### config.mk
export PLATFORM = sky130hd
export DESIGN_NAME = dcsr_top
export DESIGN_NICKNAME = d
export VERILOG_FILES = /design/src/dcsr_counter.v /design/src/dcsr_top.v
export VERILOG_INCLUDE_DIRS = /design/src /design/src/src
export SDC_FILE = /design/constraint.sdc
export NUM_CORES = 1
export LEC_CHECK = 0
export ABC_AREA = 1
export ABC_CLOCK_PERIOD_IN_PS = 2400
export BUFFER_PORTS_ARGS = -buffer_cell sky130_fd_sc_hd__buf_4
export CAP_MARGIN = 20
export CORE_ASPECT_RATIO = 1.4
export CORE_UTILIZATION = 35
export CTS_BUF_LIST = sky130_fd_sc_hd__clkbuf_16
export CTS_CLUSTER_DIAMETER = 120
export DETAILED_ROUTE_END_ITERATION = 8
export GPL_TIMING_DRIVEN = 0
export PLACE_DENSITY = 0.62
export SYNTH_ARGS = -nofsm -noshare
export SYNTH_HDL_FRONTEND = slang
export SYNTH_SLANG_ARGS = --single-unit
### constraint.sdc
create_clock -name mclk -period 2.4 [get_ports mclk]
set_clock_uncertainty 0.2 [all_clocks]
set_input_delay 0.12 -clock mclk [delete_from_list [all_inputs] [get_ports mclk]]
set_output_delay 0.12 -clock mclk [all_outputs]
set_load 0.05 [all_outputs]
### src/dcsr_consts.vh
// constants for the debugger control and status register block
`ifndef DCSR_CONSTS_VH
`define DCSR_CONSTS_VH

// command bytes
`define DCSR_CMD_RD_STAT 8'h02
`define DCSR_CMD_WR_CTL 8'h04
`define DCSR_CMD_RD_CTL 8'h05

// control register fields
`define DCSR_CTL_DEBUG 7
`define DCSR_CTL_BREAK_ENA 6
`define DCSR_CTL_ACKEN 5
`define DCSR_CTL_LOOP 4
`define DCSR_CTL_PCMATCH 3
`define DCSR_CTL_ZERO 2
`define DCSR_CTL_RSV 1
`define DCSR_CTL_RST 0

// status register fields
`define DCSR_STAT_IDLE 7
`define DCSR_STAT_HALT 6
`define DCSR_STAT_PROT 5

// reset values and special bytes
`define DCSR_CTL_RESET 8'h00
`define DCSR_STAT_RESET 8'h00
`define DCSR_ACK_BYTE 8'hFF
`define DCSR_BREAK_OPCODE 8'h00
`define DCSR_CNT_ZERO 16'h0000
`define DCSR_CNT_INIT 16'h0000

`endif

### src/dcsr_counter.v
// debug counter: down counter or program counter comparator
`timescale 1ns/1ns
`default_nettype none

module dcsr_counter #(
	parameter WIDTH = 16
) (
	// clock and reset
	input wire mclk,
	input wire arst_n,
	// control
	input wire loadEn,
	input wire [WIDTH-1:0] loadVal,
	input wire countEn,
	input wire reinit,
	input wire [WIDTH-1:0] pcVal,
	// results
	output reg [WIDTH-1:0] cntVal_ff,
	output reg zeroHit_ff,
	output reg pcHit_ff
);
	reg [WIDTH-1:0] nxt_cntVal;

	always @* begin
		nxt_cntVal = cntVal_ff;
		if (loadEn) begin
			nxt_cntVal = loadVal;
		end else if (reinit) begin
			nxt_cntVal = {WIDTH{1'b0}};
		end else if (countEn) begin
			nxt_cntVal = cntVal_ff - {{(WIDTH-1){1'b0}}, 1'b1};
		end
	end

	always @(posedge mclk or negedge arst_n) begin
		if (!arst_n) begin
			cntVal_ff <= {WIDTH{1'b0}};
			zeroHit_ff <= 1'b0;
			pcHit_ff <= 1'b0;
		end else begin
			cntVal_ff <= nxt_cntVal;
			// only a decrement landing on zero counts as a hit
			zeroHit_ff <= countEn && !loadEn && !reinit &&
				(nxt_cntVal == {WIDTH{1'b0}});
			pcHit_ff <= (pcVal == cntVal_ff);
		end
	end
endmodule // dcsr_counter

`default_nettype wire

### src/dcsr_top.v
// debugger control and status registers with command port
`timescale 1ns/1ns
`default_nettype none
`include "dcsr_consts.vh"

// What this block does
// - writing one to bit 7 enters debug mode, cpu stops fetching
// - clearing bit 7 lets the cpu resume where it stopped
// - with read protection, bit 7 cannot be written to zero
// - breakpoint enable bit 6 low makes the break opcode a no-op
// - enabled break with loop-select low sets debug mode
// - enabled break with loop-select high loops cpu on the break
// - acknowledge enable bit 5 sends FFH to host on every breakpoint
// - pc-match bit 3 sets debug mode when pc equals counter
// - pc-match set holds counter while running; otherwise it counts
// - zero-break bit 2 sets debug mode when counter reaches zero
// - zero-break set keeps counter value when leaving debug mode
// - reset bit 0 resets device, debugger keeps its state
// - reset bit clears itself once the triggered reset completes
// - writing 81H resets and leaves device stopped in debug mode
// - writing 41H resets and runs with breakpoints enabled
// - in debug mode writing 40H resumes with breakpoints enabled
// - stopped flag shows debug mode or break since last control write
// - halt flag shows the device halt mode
// - read-protect flag is one when the stored option bit is zero
// - command 04H plus one data byte loads the control register
// - command 05H returns control, 02H returns status
module dcsr_top #(
	parameter CNT_WIDTH = 16
) (
	// clock and reset
	input wire mclk,
	input wire arst_n,
	// byte stream from the host receiver
	input wire rxValid,
	input wire [7:0] rxByte,
	// byte stream to the host transmitter
	output reg txValid_ff,
	output reg [7:0] txByte_ff,
	// cpu side
	input wire brkDecoded,
	input wire [CNT_WIDTH-1:0] pcVal,
	input wire cpuHalted,
	input wire rpOptionBit,
	input wire sysResetDone,
	// counter load from the host command decoder
	input wire cntLoad,
	input wire [CNT_WIDTH-1:0] cntLoadVal,
	// outputs to the cpu and reset logic
	output reg stopFetch_ff,
	output reg loop_select_bit_ff,
	output reg sysResetReq_ff,
	output reg brkNop_ff,
	output reg [CNT_WIDTH-1:0] cntOut_ff
);

	// ---------------------------------------------------------------
	// command parser states
	// ---------------------------------------------------------------
	localparam [1:0] ST_IDLE = 2'b01;
	localparam [1:0] ST_DATA = 2'b10;

	reg [1:0] state_ff;
	reg [1:0] nxt_state;
	reg [7:0] ctl_ff;
	reg [7:0] nxt_ctl;
	reg brkSeen_ff;
	reg nxt_brkSeen;
	reg ctlWrite;
	reg [7:0] wrData;
	reg ackPend_ff;
	reg nxt_ackPend;
	reg rdReq;
	reg [7:0] rdData;
	reg rstIssued_ff;
	reg nxt_rstIssued;

	wire [CNT_WIDTH-1:0] cntVal;
	wire zeroHit;
	wire pcHit;
	wire readProt;
	wire brkTaken;
	wire breakEvent;
	wire leaveDebug;
	wire [7:0] statVal;

	// option stored as zero means protection on
	assign readProt = !rpOptionBit;

	// break opcode only acts when enabled
	assign brkTaken = brkDecoded && ctl_ff[`DCSR_CTL_BREAK_ENA];

	// any cause that forces debug mode
	assign breakEvent = (brkTaken && !ctl_ff[`DCSR_CTL_LOOP]) ||
		(pcHit && ctl_ff[`DCSR_CTL_PCMATCH]) ||
		(zeroHit && ctl_ff[`DCSR_CTL_ZERO]);

	assign leaveDebug = ctl_ff[`DCSR_CTL_DEBUG] &&
		!nxt_ctl[`DCSR_CTL_DEBUG];

	// reserved status bits forced to zero
	assign statVal = {ctl_ff[`DCSR_CTL_DEBUG] || brkSeen_ff,
		cpuHalted, readProt, 5'h00};

	// ---------------------------------------------------------------
	// debug counter
	// ---------------------------------------------------------------
	// counts only while running, and never in pc-match mode
	dcsr_counter #(
		.WIDTH(CNT_WIDTH)
	) u_counter (
		.mclk(mclk),
		.arst_n(arst_n),
		.loadEn(cntLoad && ctl_ff[`DCSR_CTL_DEBUG]),
		.loadVal(cntLoadVal),
		.countEn(!ctl_ff[`DCSR_CTL_DEBUG] &&
			!ctl_ff[`DCSR_CTL_PCMATCH]),
		// the zero-break bit being written decides, not the old one
		.reinit(leaveDebug && !nxt_ctl[`DCSR_CTL_ZERO]),
		.pcVal(pcVal),
		.cntVal_ff(cntVal),
		.zeroHit_ff(zeroHit),
		.pcHit_ff(pcHit)
	);

	// ---------------------------------------------------------------
	// command parser
	// ---------------------------------------------------------------
	always @* begin
		nxt_state = state_ff;
		ctlWrite = 1'b0;
		wrData = 8'h00;
		rdReq = 1'b0;
		rdData = 8'h00;
		case (state_ff)
			ST_IDLE: begin
				if (rxValid) begin
					if (rxByte == `DCSR_CMD_WR_CTL) begin
						nxt_state = ST_DATA;
					end else if (rxByte == `DCSR_CMD_RD_CTL) begin
						rdReq = 1'b1;
						rdData = ctl_ff;
					end else if (rxByte == `DCSR_CMD_RD_STAT) begin
						rdReq = 1'b1;
						rdData = statVal;
					end
				end
			end
			ST_DATA: begin
				if (rxValid) begin
					ctlWrite = 1'b1;
					wrData = rxByte;
					nxt_state = ST_IDLE;
				end
			end
			default: begin
				nxt_state = ST_IDLE;
			end
		endcase
	end

	// ---------------------------------------------------------------
	// control register
	// ---------------------------------------------------------------
	always @* begin
		nxt_ctl = ctl_ff;
		nxt_rstIssued = rstIssued_ff;
		if (ctlWrite) begin
			nxt_ctl = wrData;
			// reserved bit kept zero whatever the host sends
			nxt_ctl[`DCSR_CTL_RSV] = 1'b0;
			if (readProt && ctl_ff[`DCSR_CTL_DEBUG]) begin
				nxt_ctl[`DCSR_CTL_DEBUG] = 1'b1;
			end
			if (wrData[`DCSR_CTL_RST]) begin
				nxt_rstIssued = 1'b0;
			end
		end
		// hardware set wins over a host clear
		if (breakEvent) begin
			nxt_ctl[`DCSR_CTL_DEBUG] = 1'b1;
		end
		if (ctl_ff[`DCSR_CTL_RST] && !ctlWrite) begin
			if (!rstIssued_ff) begin
				nxt_rstIssued = 1'b1;
			end else if (sysResetDone) begin
				nxt_ctl[`DCSR_CTL_RST] = 1'b0;
				nxt_rstIssued = 1'b0;
			end
		end
	end

	// stopped flag: cleared by a control write unless a break lands
	always @* begin
		nxt_brkSeen = brkSeen_ff;
		if (ctlWrite) begin
			nxt_brkSeen = 1'b0;
		end
		if (brkTaken) begin
			nxt_brkSeen = 1'b1;
		end
	end

	// ack byte waits if a read answer holds the transmitter
	always @* begin
		nxt_ackPend = ackPend_ff;
		if (!rdReq) begin
			nxt_ackPend = 1'b0;
		end
		if ((brkTaken || breakEvent) && ctl_ff[`DCSR_CTL_ACKEN]) begin
			nxt_ackPend = 1'b1;
		end
	end

	// ---------------------------------------------------------------
	// registers
	// ---------------------------------------------------------------
	always @(posedge mclk or negedge arst_n) begin
		if (!arst_n) begin
			state_ff <= ST_IDLE;
			ctl_ff <= `DCSR_CTL_RESET;
			brkSeen_ff <= 1'b0;
			ackPend_ff <= 1'b0;
			rstIssued_ff <= 1'b0;
			txValid_ff <= 1'b0;
			txByte_ff <= 8'h00;
			stopFetch_ff <= 1'b0;
			loop_select_bit_ff <= 1'b0;
			sysResetReq_ff <= 1'b0;
			brkNop_ff <= 1'b1;
			cntOut_ff <= `DCSR_CNT_INIT;
		end else begin
			state_ff <= nxt_state;
			ctl_ff <= nxt_ctl;
			brkSeen_ff <= nxt_brkSeen;
			ackPend_ff <= nxt_ackPend;
			rstIssued_ff <= nxt_rstIssued;
			if (rdReq) begin
				txValid_ff <= 1'b1;
				txByte_ff <= rdData;
			end else if (ackPend_ff) begin
				txValid_ff <= 1'b1;
				txByte_ff <= `DCSR_ACK_BYTE;
			end else begin
				txValid_ff <= 1'b0;
				txByte_ff <= 8'h00;
			end
			stopFetch_ff <= nxt_ctl[`DCSR_CTL_DEBUG];
			loop_select_bit_ff <= brkTaken && ctl_ff[`DCSR_CTL_LOOP];
			brkNop_ff <= !nxt_ctl[`DCSR_CTL_BREAK_ENA];
			// system reset leaves this block's state untouched
			sysResetReq_ff <= nxt_ctl[`DCSR_CTL_RST];
			cntOut_ff <= cntVal;
		end
	end
endmodule // dcsr_top

`default_nettype wire

==> impl_summary.log, run 1 <==
[metrics] arrival time at the worst endpoint: 2.17 ns
[metrics] number of violations reported at the end of detailed-routing iteration 0: around 110
[metrics] Synth Register Bits: 57
[metrics] latest clock arrival within the worst-skew pair: 0.32 ns
[metrics] per-instance average area after synthesis: 7.96 um2
[metrics] vias in the first global route: 2,675
[metrics] share of flip-flops with an asynchronous set or reset: 100%
[metrics] worst min path class: in -> reg
[metrics] clock tree from TritonCTS: yes
[metrics] dominant cell by count in the synthesized netlist: sky130_fd_sc_hd__nand2_1
[metrics] nets@finish: 535
[metrics] endpoint type of the worst setup path: flop
[metrics] Commonest cells post-synth: sky130_fd_sc_hd__nand2_1 (86), sky130_fd_sc_hd__inv_1 (59), sky130_fd_sc_hd__nor2_1 (58), sky130_fd_sc_hd__dfrtp_1 (55), sky130_fd_sc_hd__nand3_1 (19)
[metrics] Net Sw Frac: 42.5%
[metrics] I/O pin total: 77
[metrics] via count normalized by instance count: 4.48
[metrics] slew at the pin closest to its max-slew limit: 0.698 ns
[metrics] number of standard-cell rows in the floorplan: 38
[metrics] clock tree sinks: 57
[metrics] clock transition at the register clock pins on the worst setup and hold paths after CTS: 0.05 ns
[metrics] filler cell count: 760
[metrics] leading cell types by total area after synthesis: sky130_fd_sc_hd__dfrtp_1 (48%), sky130_fd_sc_hd__nand2_1 (11%), sky130_fd_sc_hd__inv_1 (7.7%)
[metrics] placeable core region: 7850 um2
[metrics] root cell of the clock tree: sky130_fd_sc_hd__clkbuf_16
[metrics] combinational share of power: approximately 43%
[metrics] slew margin rel.: 53.5%
[metrics] Via Count: 2,645
[metrics] post-synthesis cell count: 361
[metrics] antenna cell count: 0
[metrics] total nets after synthesis: between 400 and 500
[metrics] number of DRC violations after detailed routing: 0
[metrics] EDFF count, synth: 0
[metrics] iteration count of the initial detailed-routing pass: 4
[metrics] switching power of the nets: 2.04 mW
[metrics] initial cell density of the core: 36.6%
[metrics] sequential area share after synthesis: roughly half
[metrics] Yosys top cell area share: 47.9%
[metrics] Final Cycle Share: roughly nine tenths
[metrics] number of warnings reported in the yosys synthesis log: 0
[metrics] FF-to-FF setup slack: approximately 0.28 ns
[metrics] area of the multi-input gates: 1200 um2
[metrics] die width: 78.6 um
[metrics] unrepaired setup endpoints after global routing: no
[metrics] global-route wire length before repair: 11.8 mm
[metrics] max-cap check violation count: 0
[metrics] final number of max-transition violations: 0
[metrics] post-synthesis to final-layout area growth: 47.2%
[metrics] area of the mapped netlist: 2870 um2
[metrics] overall fraction of global-route tracks in use: a little under a fifth
[metrics] highest achievable clock rate: 0.472 GHz
[metrics] worst setup path category: reg -> reg
[metrics] Period minus WS final: between 2 and 2.5 ns
[metrics] total congestion overflow: 0
[metrics] Critical Path RT: 2.45 ns
[metrics] number of antenna violations at the first check in global routing: 0
[metrics] share of post-route cells with drive strength above 1: between 20 and 25%
[metrics] Flop pwr share: 32.6%
[metrics] status: finished clean
[metrics] internal power component: 2.76 mW
[metrics] routability congestion estimate: 0.881
[metrics] total wire length: roughly 7 mm
[metrics] leading area contributor after synthesis: sky130_fd_sc_hd__dfrtp_1
[metrics] WL/cell: approximately 12 um
[metrics] Hold Fails Final Rpt: 0
[metrics] number of cells in the finished layout apart from fillers: 591
[metrics] hpwl dp: 5.25 mm
[metrics] Lkg Pwr: 2.25 nW
[metrics] part of the power in the clock network: 24.9%
[metrics] Port-buffer cells: 76
[metrics] most frequently used flop master after synthesis: sky130_fd_sc_hd__dfrtp_1
[metrics] Final setup violation count: 0
[metrics] maximum number of buffers from clock root to sink: 2
[metrics] Cell Pwr Density: 1140 nW/um2
[metrics] maximum fanout encountered on the critical timing path: 8
[metrics] category of the worst setup path launch point: flop
[metrics] setup TNS: 0 ns
[metrics] Die Outline Area: 8580 um2
[metrics] antenna-violating nets left: 0
[metrics] maximum number of pins on one net before global-route repair: 58
[metrics] clock buffer count from CTS: 9
[metrics] number of distinct library cell variants in the gate-level netlist after synthesis: 30
[metrics] Register Area: around 1400 um2
[metrics] number of H-tree branching levels: 3
[metrics] post-CTS sizing: 0
[metrics] Peak VDD IR: slightly above 0.5 mV
[metrics] die height: 109 um
[metrics] number of placed cells counting well taps: 537
power groups by stage:
| stage | Combinational, mW | Sequential [mW] | Clock (mW) |
|---|---|---|---|
| final | 2.04 | 1.57 | 1.19 |
| after global routing | 2.25 | 1.61 | 1.27 |
| after CTS | 2.06 | 1.57 | 1.21 |
| after detailed placement | 1.98 | 1.58 | 0 |
| after global placement | 1.96 | 1.58 | 0 |
| after floorplan | 0.952 | 2.00 | 0 |
through the flow:
step                total power, mW  util (%)  area (um2)  hold slack [ns]  worst slack [ns]
global route                   5.13      53.9        4230           0.0886            0.0529
floorplan                      2.95         -        2870           -0.376             0.382
global placement               3.55      45.5        3570           0.0147             0.301
detailed placement             3.56      45.5        3570           0.0191             0.299
CTS                            4.83      53.9        4230           0.0422             0.275
finish                         4.80      53.9        4230           0.0501             0.280
worst paths after layout:
check	start	end	cells past startpoint
max	u_counter.cntVal_ff[0]$_DFF_PN0_	u_counter.zeroHit_ff$_DFF_PN0_	12
min	rxByte[1]	txByte_ff[0]$_DFF_PN0_	6
max reg2reg	u_counter.cntVal_ff[0]$_DFF_PN0_	u_counter.zeroHit_ff$_DFF_PN0_	12
min reg2reg	u_counter.cntVal_ff[7]$_DFF_PN0_	cntOut_ff[7]$_DFF_PN0_	0
max in group asynchronous	arst_n	u_counter.cntVal_ff[6]$_DFF_PN0_	2
min in group asynchronous	arst_n	ackPend_ff$_DFFE_PN0P_	2
cell type report:
type	count	area share [%]
buffer	3	0.444
inverter	61	5.42
clock inverter	7	1.27
timing repair buffer	114	22.5
sequential	57	33.8
tap	100	2.96
multi-input combinational	240	28.3
clock buffer	9	5.33
critical path: stages, from the launching register on:
cell	delay [ns]
sky130_fd_sc_hd__dfrtp_1	0.42
sky130_fd_sc_hd__inv_1	0.12
sky130_fd_sc_hd__ha_1	0.21
sky130_fd_sc_hd__nand2_2	0.11
sky130_fd_sc_hd__nor2_4	0.20
sky130_fd_sc_hd__nand2_1	0.09
sky130_fd_sc_hd__xor2_1	0.14
sky130_fd_sc_hd__nor2_1	0.06
sky130_fd_sc_hd__nor2_1	0.14
sky130_fd_sc_hd__nand2_1	0.08
sky130_fd_sc_hd__nor2_1	0.09
sky130_fd_sc_hd__nand2_1	0.07
sky130_fd_sc_hd__nor2_1	0.11
cells in the final DEF, fill, tap and decap left out, types with 2 or more instances in the layout:
cell | netlist | routed
sky130_fd_sc_hd__nand2_1 | 86 | 86
sky130_fd_sc_hd__buf_4 | 0 | 76
sky130_fd_sc_hd__inv_1 | 59 | 61
sky130_fd_sc_hd__nor2_1 | 58 | 58
sky130_fd_sc_hd__dfrtp_1 | 55 | 55
sky130_fd_sc_hd__dlygate4sd3_1 | 0 | 38
sky130_fd_sc_hd__nand3_1 | 19 | 19
sky130_fd_sc_hd__nand4_1 | 15 | 15
sky130_fd_sc_hd__o21ai_0 | 15 | 15
sky130_fd_sc_hd__xnor2_1 | 15 | 15
sky130_fd_sc_hd__clkbuf_16 | 0 | 9
sky130_fd_sc_hd__nand2_2 | 6 | 6
sky130_fd_sc_hd__nand3_2 | 4 | 4
sky130_fd_sc_hd__clkinv_1 | 1 | 4
sky130_fd_sc_hd__nor2_4 | 3 | 3
sky130_fd_sc_hd__a21oi_1 | 3 | 3
sky130_fd_sc_hd__clkbuf_1 | 2 | 2
sky130_fd_sc_hd__xor2_1 | 2 | 2
sky130_fd_sc_hd__nor4_1 | 2 | 2
sky130_fd_sc_hd__or2_2 | 2 | 2
sky130_fd_sc_hd__dfstp_2 | 2 | 2
routing by layer:
metal	share of wire [%]	vias to the layer above	track usage (%)	wire (um)
met5	0	-	0	0
li1	-	1369	-	-
met3	4.7	13	4.10	331
met2	53	71	33.7	3760
met1	40	1192	19.2	2860
met4	2.2	0	8.47	159
flip-flops by register name (all words and copies together) (netlist names):
signal and count:
loop_select_bit_ff 1, txValid_ff 1, cntOut_ff 16, brkSeen_ff 1
u_counter.cntVal_ff 16, txByte_ff 8, rstIssued_ff 1, ctl_ff 7
state_ff 2, brkNop_ff 1, u_counter.pcHit_ff 1, ackPend_ff 1
u_counter.zeroHit_ff 1
what timing repair did:
| item | 4_1_cts | 5_1_grt |
|---|---|---|
| hold buffers | 38 | 0 |
| buffers inserted | 0 | 0 |
| hold endpoints to repair | 90 | 0 |
cell families after synthesis:
family	after synthesis	share of synthesized area, %
AO/OA/AOI/OAI	22	4.57
XOR/XNOR	17	5.18
adder cells (fa/ha/maj)	1	0.435
buffers and inverters	64	8.62
flip-flops	57	49.7
AND/OR/NAND/NOR	200	31.4
(Power assumes the default switching activity.)
==> run 2, diff against run 1 <==
Settings changed: SYNTH_HIERARCHICAL from default to 1.
==> impl_summary.log, run 2 <==
[metrics] DR top layer: met4
[metrics] slew margin rel.: between 50% and 60%
[metrics] iteration count of the initial detailed-routing pass: 5
[metrics] FF-to-FF setup slack: just under 0.09 ns
[metrics] clock tree from TritonCTS: yes
[metrics] number of H-tree branching levels: 3
[metrics] number of standard-cell rows in the floorplan: 38
[metrics] capturing point of the worst reg2reg path: u_counter/zeroHit_ff$_DFF_PN0_
[metrics] total congestion overflow: 0
[metrics] routability congestion estimate: 0.852
[metrics] root cell of the clock tree: sky130_fd_sc_hd__clkbuf_16
[metrics] I/O pin total: 77
[metrics] antenna-violating nets left: 0
[metrics] highest achievable clock rate: approximately 0.43 GHz
[metrics] status: finished clean
[metrics] maximum number of pins on one net before global-route repair: 58
[metrics] Routed met3 length: 372 um
[metrics] via count normalized by instance count: 4.64
[metrics] crit path to: u_counter/zeroHit_ff$_DFF_PN0_
[metrics] Final Cycle Share: between 90 and 100%
[metrics] worst setup path category: reg -> reg
[metrics] per-instance average area after synthesis: approximately 7.9 um2
[metrics] post-synthesis cell count: 368
[metrics] Final setup violation count: 0
[metrics] filler cell count: approximately 760
[metrics] maximum number of buffers from clock root to sink: 2
[metrics] clock buffer count from CTS: 9
[metrics] number of cells traversed by the worst register-to-register path: 16
[metrics] Peak VDD IR: 0.395 mV
[metrics] Hold Fails Final Rpt: 0
[metrics] clock transition at the register clock pins on the worst setup and hold paths after CTS: 0.05 ns
[metrics] latest clock arrival within the worst-skew pair: 0.32 ns
[metrics] Cell Pwr Density: between 600 and 700 nW/um2
[metrics] die width: 78.9 um
[metrics] antenna cell count: 0
[metrics] area of the mapped netlist: 2900 um2
[metrics] Synth Register Bits: 57
[metrics] post-synthesis to final-layout area growth: 49.4%
[metrics] max-cap check violation count: 0
[metrics] Lkg Pwr: 2.28 nW
[metrics] nets@finish: 546
[metrics] share of post-route cells with drive strength above 1: about 28%
[metrics] unrepaired setup endpoints after global routing: yes
[metrics] dominant cell by count in the synthesized netlist: sky130_fd_sc_hd__nand2_1
[metrics] number of DRC violations after detailed routing: 0
[metrics] WL/cell: 12.6 um
[metrics] source of the critical timing path: state_ff[0]$_DFFE_PN1P_
[metrics] worst reg2reg path startpoint: state_ff[0]$_DFFE_PN1P_
[metrics] highest-count cells in the layout ignoring fill and taps: sky130_fd_sc_hd__nand2_1 (98), sky130_fd_sc_hd__buf_4 (78), sky130_fd_sc_hd__dfrtp_1 (55)
[metrics] vias in the first global route: 2,786
[metrics] leading cell types by total area after synthesis: sky130_fd_sc_hd__dfrtp_1 (48%), sky130_fd_sc_hd__nand2_1 (13%), sky130_fd_sc_hd__nand3_1 (6.6%)
[metrics] leading area contributor after synthesis: sky130_fd_sc_hd__dfrtp_1
[metrics] number of antenna violations at the first check in global routing: 0
[metrics] global-route wire length before repair: 12.3 mm
[metrics] Commonest cells post-synth: sky130_fd_sc_hd__nand2_1 (101), sky130_fd_sc_hd__dfrtp_1 (55), sky130_fd_sc_hd__inv_1 (50), sky130_fd_sc_hd__nor2_1 (41), sky130_fd_sc_hd__nand3_1 (38)
[metrics] Die Outline Area: 8650 um2
[metrics] total length of routed met2 wires: approximately 4.0 mm
[metrics] Register Area: approximately 1400 um2
[metrics] most frequently used flop master after synthesis: sky130_fd_sc_hd__dfrtp_1
[metrics] overall fraction of global-route tracks in use: 19.2%
[metrics] endpoint type of the worst setup path: flop
[metrics] number of violations reported at the end of detailed-routing iteration 0: 114
[metrics] Port-buffer cells: 76
[metrics] category of the worst setup path launch point: flop
[metrics] number of distinct library cell variants in the gate-level netlist after synthesis: 29
[metrics] maximum fanout encountered on the critical timing path: 8
[metrics] die height: 110 um
[metrics] sequential area share after synthesis: 49.4%
[metrics] Yosys top cell area share: 47.5%
[metrics] worst min path class: in -> reg
[metrics] number of warnings reported in the yosys synthesis log: 6
[metrics] area of the multi-input gates: roughly 1300 um2
[metrics] arrival time at the worst endpoint: 2.36 ns
[metrics] biggest registers after layout: cntOut_ff x16, u_counter/cntVal_ff x16, txByte_ff x8
[metrics] clock tree sinks: 57
[metrics] Via Count: 2,796
[metrics] share of the core filled with cells: 54.8%
[metrics] hpwl dp: 5.59 mm
[metrics] final number of max-transition violations: 0
[metrics] setup TNS: 0 ns
[metrics] total nets after synthesis: 417
[metrics] placeable core region: 7890 um2
[metrics] total wire length: 7.59 mm
[metrics] most common cell after layout, fill and taps aside: sky130_fd_sc_hd__nand2_1
[metrics] slew at the pin closest to its max-slew limit: 0.728 ns
[metrics] Period minus WS final: 2.31 ns
[metrics] detailed-routing wirelength on met1: about 2.9 mm
[metrics] EDFF count, synth: 0
[metrics] initial cell density of the core: 36.7%
[metrics] Critical Path RT: around 2.5 ns
[metrics] share of flip-flops with an asynchronous set or reset: 100%
## run 2: cell types whose count changed in the layout (fill, tap and decap cells not counted), moves of 3 or more
cell / change
sky130_fd_sc_hd__nor2_1: -20
sky130_fd_sc_hd__nand3_1: +18
sky130_fd_sc_hd__nand2_1: +12
sky130_fd_sc_hd__inv_1: -11
sky130_fd_sc_hd__nand4_1: -9
sky130_fd_sc_hd__o21ai_0: -9
sky130_fd_sc_hd__inv_2: +8
sky130_fd_sc_hd__nor2_2: +8
sky130_fd_sc_hd__nand2_2: +6
sky130_fd_sc_hd__nand2_4: +4
sky130_fd_sc_hd__nor2_4: +4
sky130_fd_sc_hd__nand3_2: -3
## run 2: stage by stage
step / area [um2] / total power [mW] / worst slack, ns / hold WS (ns) / instances
floorplan: 2900 / 1.30 / 0.306 / -0.376 / 368
global placement: 3590 / 1.48 / 0.0517 / 0.0316 / 544
detailed placement: 3590 / 1.48 / 0.0261 / 0.0300 / 544
CTS: 4260 / 2.73 / 0.0160 / 0.0182 / 599
global route: 4330 / 2.82 / -0.118 / 0.102 / 602
finish: 4330 / 2.70 / 0.0881 / 0.0292 / 602
## run 2: final cells by class
cell class,instances,area share [%]
Timing Repair Buffer,118,22.8
Inverter,58,5.06
Sequential cell,57,33.0
Multi-Input combinational cell,249,29.3
Tap cell,100,2.89
Clock buffer,9,5.21
Clock inverter,7,1.24
Buffer,4,0.434
## run 2: kinds of logic after synthesis
group                    Yosys count  synth area share (%)
AO/OA/AOI/OAI                     20                  4.19
XOR/XNOR                          13                  3.93
adder cells (fa/ha/maj)            1                 0.432
buffers and inverters             62                  8.21
flip-flops                        57                  49.4
AND/OR/NAND/NOR                  215                  33.9
## run 2: what timing repair did
| item | CTS | global route |
|---|---|---|
| buffers inserted | 0 | 3 |
| hold buffers | 39 | 0 |
| endpoints found under the hold margin | 87 | 0 |
| resized for setup | 0 | 14 |
| setup endpoints to repair | 0 | 1 |
## run 2: worst min-delay path by stage
stage | startpoint | endpoint | slack, ns | cells after the start
detailed placement | arst_n | txByte_ff[1]$_DFF_PN0_ | 0.03 | 1
global route | rpOptionBit | txByte_ff[5]$_DFF_PN0_ | 0.10 | 6
CTS | rpOptionBit | txByte_ff[5]$_DFF_PN0_ | 0.02 | 6
global placement | arst_n | txByte_ff[6]$_DFF_PN0_ | 0.03 | 1
finish | rpOptionBit | txByte_ff[5]$_DFF_PN0_ | 0.03 | 6
floorplan | arst_n | ackPend_ff$_DFFE_PN0P_ | -0.38 | 0
## run 2: critical path: stages (launching register included)
cell                      delay (ns)
sky130_fd_sc_hd__dfstp_2        0.56
sky130_fd_sc_hd__nor2_4         0.05
sky130_fd_sc_hd__nand2_4        0.09
sky130_fd_sc_hd__buf_6          0.10
sky130_fd_sc_hd__o21a_1         0.12
sky130_fd_sc_hd__nand2_1        0.06
sky130_fd_sc_hd__nor2_2         0.13
sky130_fd_sc_hd__nor2_4         0.08
sky130_fd_sc_hd__nand3_2        0.07
sky130_fd_sc_hd__nand4_1        0.09
sky130_fd_sc_hd__nor2_1         0.14
sky130_fd_sc_hd__nand2_1        0.07
sky130_fd_sc_hd__nor2_2         0.10
sky130_fd_sc_hd__nand2_2        0.09
sky130_fd_sc_hd__nor2_2         0.11
sky130_fd_sc_hd__nand2_1        0.07
sky130_fd_sc_hd__nor2_2         0.11
## run 2: power breakdown
part,leakage [nW],internal (mW),switching [mW]
sequential,0.716,1.01,0.0491
combinational,1.42,0.193,0.263
clock,0.144,0.780,0.404
total,2.28,1.98,0.717
## run 2: routing by layer
| metal | track usage (%) | vias up |
|---|---|---|
| li1 | - | 1392 |
| met1 | 19.0 | 1291 |
| met2 | 35.5 | 93 |
| met3 | 4.15 | 20 |
| met4 | 12.9 | 0 |
| met5 | 0 | - |
==> run 3, diff against run 2 <==
Settings changed: REMOVE_ABC_BUFFERS from default to 1.
==> impl_summary.log, run 3 (synthesis gave the netlist of run 2 again) <==
[metrics] status: finished clean
[metrics] area of the multi-input gates: 1270 um2
[metrics] antenna-violating nets left: 0
[metrics] total wire length: between 7 and 8 mm
[metrics] unrepaired setup endpoints after global routing: yes
[metrics] global-route wire length before repair: approximately 12 mm
[metrics] max-cap check violation count: 0
[metrics] Critical Path RT: around 2.5 ns
[metrics] die height: 110 um
[metrics] iteration count of the initial detailed-routing pass: 4
[metrics] total congestion overflow: 0
[metrics] maximum fanout encountered on the critical timing path: 8
[metrics] clock tree sinks: 57
[metrics] number of violations reported at the end of detailed-routing iteration 0: 95
[metrics] Port-buffer cells: 76
[metrics] Peak VDD IR: 0.400 mV
[metrics] maximum number of buffers from clock root to sink: 2
[metrics] maximum number of pins on one net before global-route repair: 58
[metrics] antenna cell count: 0
[metrics] slew margin rel.: 52.6%
[metrics] initial cell density of the core: 36.7%
[metrics] endpoint type of the worst setup path: flop
[metrics] nets@finish: 550
[metrics] overall fraction of global-route tracks in use: approximately a fifth
[metrics] DP Area: 3570 um2
[metrics] met3 usage: approximately 5.6%
[metrics] worst reg2reg path startpoint: state_ff[0]$_DFFE_PN1P_
[metrics] I/O pin total: just under 80
[metrics] placeable core region: 7890 um2
[metrics] Lkg Pwr: 2.31 nW
[metrics] Final Cycle Share: 99.2%
[metrics] worst min path class: in -> reg
[metrics] number of cells in the finished layout apart from fillers: 606
[metrics] Register Area: ~1400 um2
[metrics] Top Usage Layer GRT: met2
[metrics] Via Count: around 2,800
[metrics] highest achievable clock rate: 0.420 GHz
[metrics] biggest registers after layout: cntOut_ff x16, u_counter/cntVal_ff x16, txByte_ff x8
[metrics] number of placed cells counting well taps: 540
[metrics] number of H-tree branching levels: 3
[metrics] clock tree from TritonCTS: yes
[metrics] routability congestion estimate: 0.894
[metrics] FF-to-FF setup slack: 0.02 ns
[metrics] arrival time at the worst endpoint: 2.43 ns
[metrics] total chip power: between 2 and 3 mW
[metrics] category of the worst setup path launch point: flop
[metrics] clock transition at the register clock pins on the worst setup and hold paths after CTS: 0.05 ns
[metrics] Global Route met2 Usage: 35.5%
[metrics] Die Outline Area: 8650 um2
[metrics] Final setup violation count: 0
[metrics] worst setup path category: reg -> reg
[metrics] hpwl dp: 5.42 mm
[metrics] number of standard-cell rows in the floorplan: 38
[metrics] source of the critical timing path: state_ff[0]$_DFFE_PN1P_
[metrics] final non-filler cell area: 4370 um2
[metrics] WL/cell: 12.5 um
[metrics] number of cells traversed by the worst register-to-register path: 15
[metrics] highest-count cells in the layout ignoring fill and taps: sky130_fd_sc_hd__nand2_1 (99), sky130_fd_sc_hd__buf_4 (88), sky130_fd_sc_hd__dfrtp_1 (55)
[metrics] filler cell count: 740
[metrics] crit path to: u_counter/zeroHit_ff$_DFF_PN0_
[metrics] capturing point of the worst reg2reg path: u_counter/zeroHit_ff$_DFF_PN0_
[metrics] slew at the pin closest to its max-slew limit: 0.711 ns
[metrics] die width: just under 80 um
[metrics] root cell of the clock tree: sky130_fd_sc_hd__clkbuf_16
[metrics] most common cell after layout, fill and taps aside: sky130_fd_sc_hd__nand2_1
[metrics] met1 Resource Use GR: between 10% and 20%
[metrics] share of post-route cells with drive strength above 1: 29.6%
[metrics] number of antenna violations at the first check in global routing: 0
[metrics] post-synthesis to final-layout area growth: 50.9%
[metrics] vias in the first global route: 2,825
[metrics] Hold Fails Final Rpt: 0
[metrics] Cell Pwr Density: a little over 600 nW/um2
[metrics] number of DRC violations after detailed routing: 0
[metrics] latest clock arrival within the worst-skew pair: approximately 0.32 ns
[metrics] Period minus WS final: approximately 2.4 ns
[metrics] via count normalized by instance count: 4.60
[metrics] clock buffer count from CTS: 9
[metrics] final number of max-transition violations: 0
==> run 3: final cells by class <==
type                            instances  area share, %
Clock buffer                            9           5.15
Clock inverter                          7           1.26
Inverter                               58           5.10
Multi-Input combinational cell        249           29.1
Sequential cell                        57           32.7
Tap cell                              100           2.86
Timing Repair Buffer                  126           23.8
==> run 3: through the flow <==
step | setup WS [ns] | TNS, ns | hold slack (ns) | util [%]
4_1_cts | 0.0123 | 0 | 0.0151 | 54.5
3_5_place_dp | -0.498 | -0.498 | 0.0211 | 45.3
3_3_place_gp | -0.497 | -0.497 | 0.0185 | 45.3
5_1_grt | -0.113 | -0.113 | 0.102 | 55.4
6_report | 0.0188 | 0 | 0.0310 | 55.4
2_1_floorplan | 0.142 | 0 | -0.376 | -
==> run 3: timing repair <==
action                     4_1_cts  5_1_grt
setup endpoints to repair        1        1
gates resized for setup          7        7
hold endpoints to repair        87        0
pin swaps                        6       12
hold buffers                    38        0
buffers inserted                 6        6
==> run 3: where the power goes <==
| group | leakage (nW) | internal (mW) | switching, mW |
|---|---|---|---|
| logic | 1.44 | 0.196 | 0.261 |
| registers | 0.716 | 1.01 | 0.0533 |
| clock network | 0.147 | 0.782 | 0.416 |
==> run 3: layer usage <==
| metal | vias up | share of wire (%) |
|---|---|---|
| met5 | - | 0 |
| met4 | 0 | 2.7 |
| met3 | 13 | 5.4 |
| met2 | 98 | 53 |
| met1 | 1279 | 39 |
| li1 | 1399 | - |
==> run 3: critical path, cell delays in order, from the launching register on <==
cell,delay [ns]
sky130_fd_sc_hd__dfstp_2,0.56
sky130_fd_sc_hd__nor2_4,0.05
sky130_fd_sc_hd__nand2_4,0.10
sky130_fd_sc_hd__nand2_2,0.05
sky130_fd_sc_hd__o21a_1,0.11
sky130_fd_sc_hd__nand2_1,0.07
sky130_fd_sc_hd__nor2_2,0.05
sky130_fd_sc_hd__nor2_4,0.25
sky130_fd_sc_hd__nand4_1,0.12
sky130_fd_sc_hd__nor2_1,0.12
sky130_fd_sc_hd__nand2_1,0.08
sky130_fd_sc_hd__nor2_2,0.16
sky130_fd_sc_hd__nand2_1,0.07
sky130_fd_sc_hd__nor2_1,0.13
sky130_fd_sc_hd__nand2_1,0.10
sky130_fd_sc_hd__nor2_2,0.08
==> run 3: worst min path at each step <==
stage                     start                       to  cells past startpoint
floorplan                arst_n   ackPend_ff$_DFFE_PN0P_                      0
global placement         arst_n  state_ff[1]$_DFFE_PN0P_                      1
detailed placement       arst_n   txByte_ff[1]$_DFF_PN0_                      1
CTS                 rpOptionBit   txByte_ff[5]$_DFF_PN0_                      6
global route        rpOptionBit   txByte_ff[5]$_DFF_PN0_                      6
finish              rpOptionBit   txByte_ff[5]$_DFF_PN0_                      6
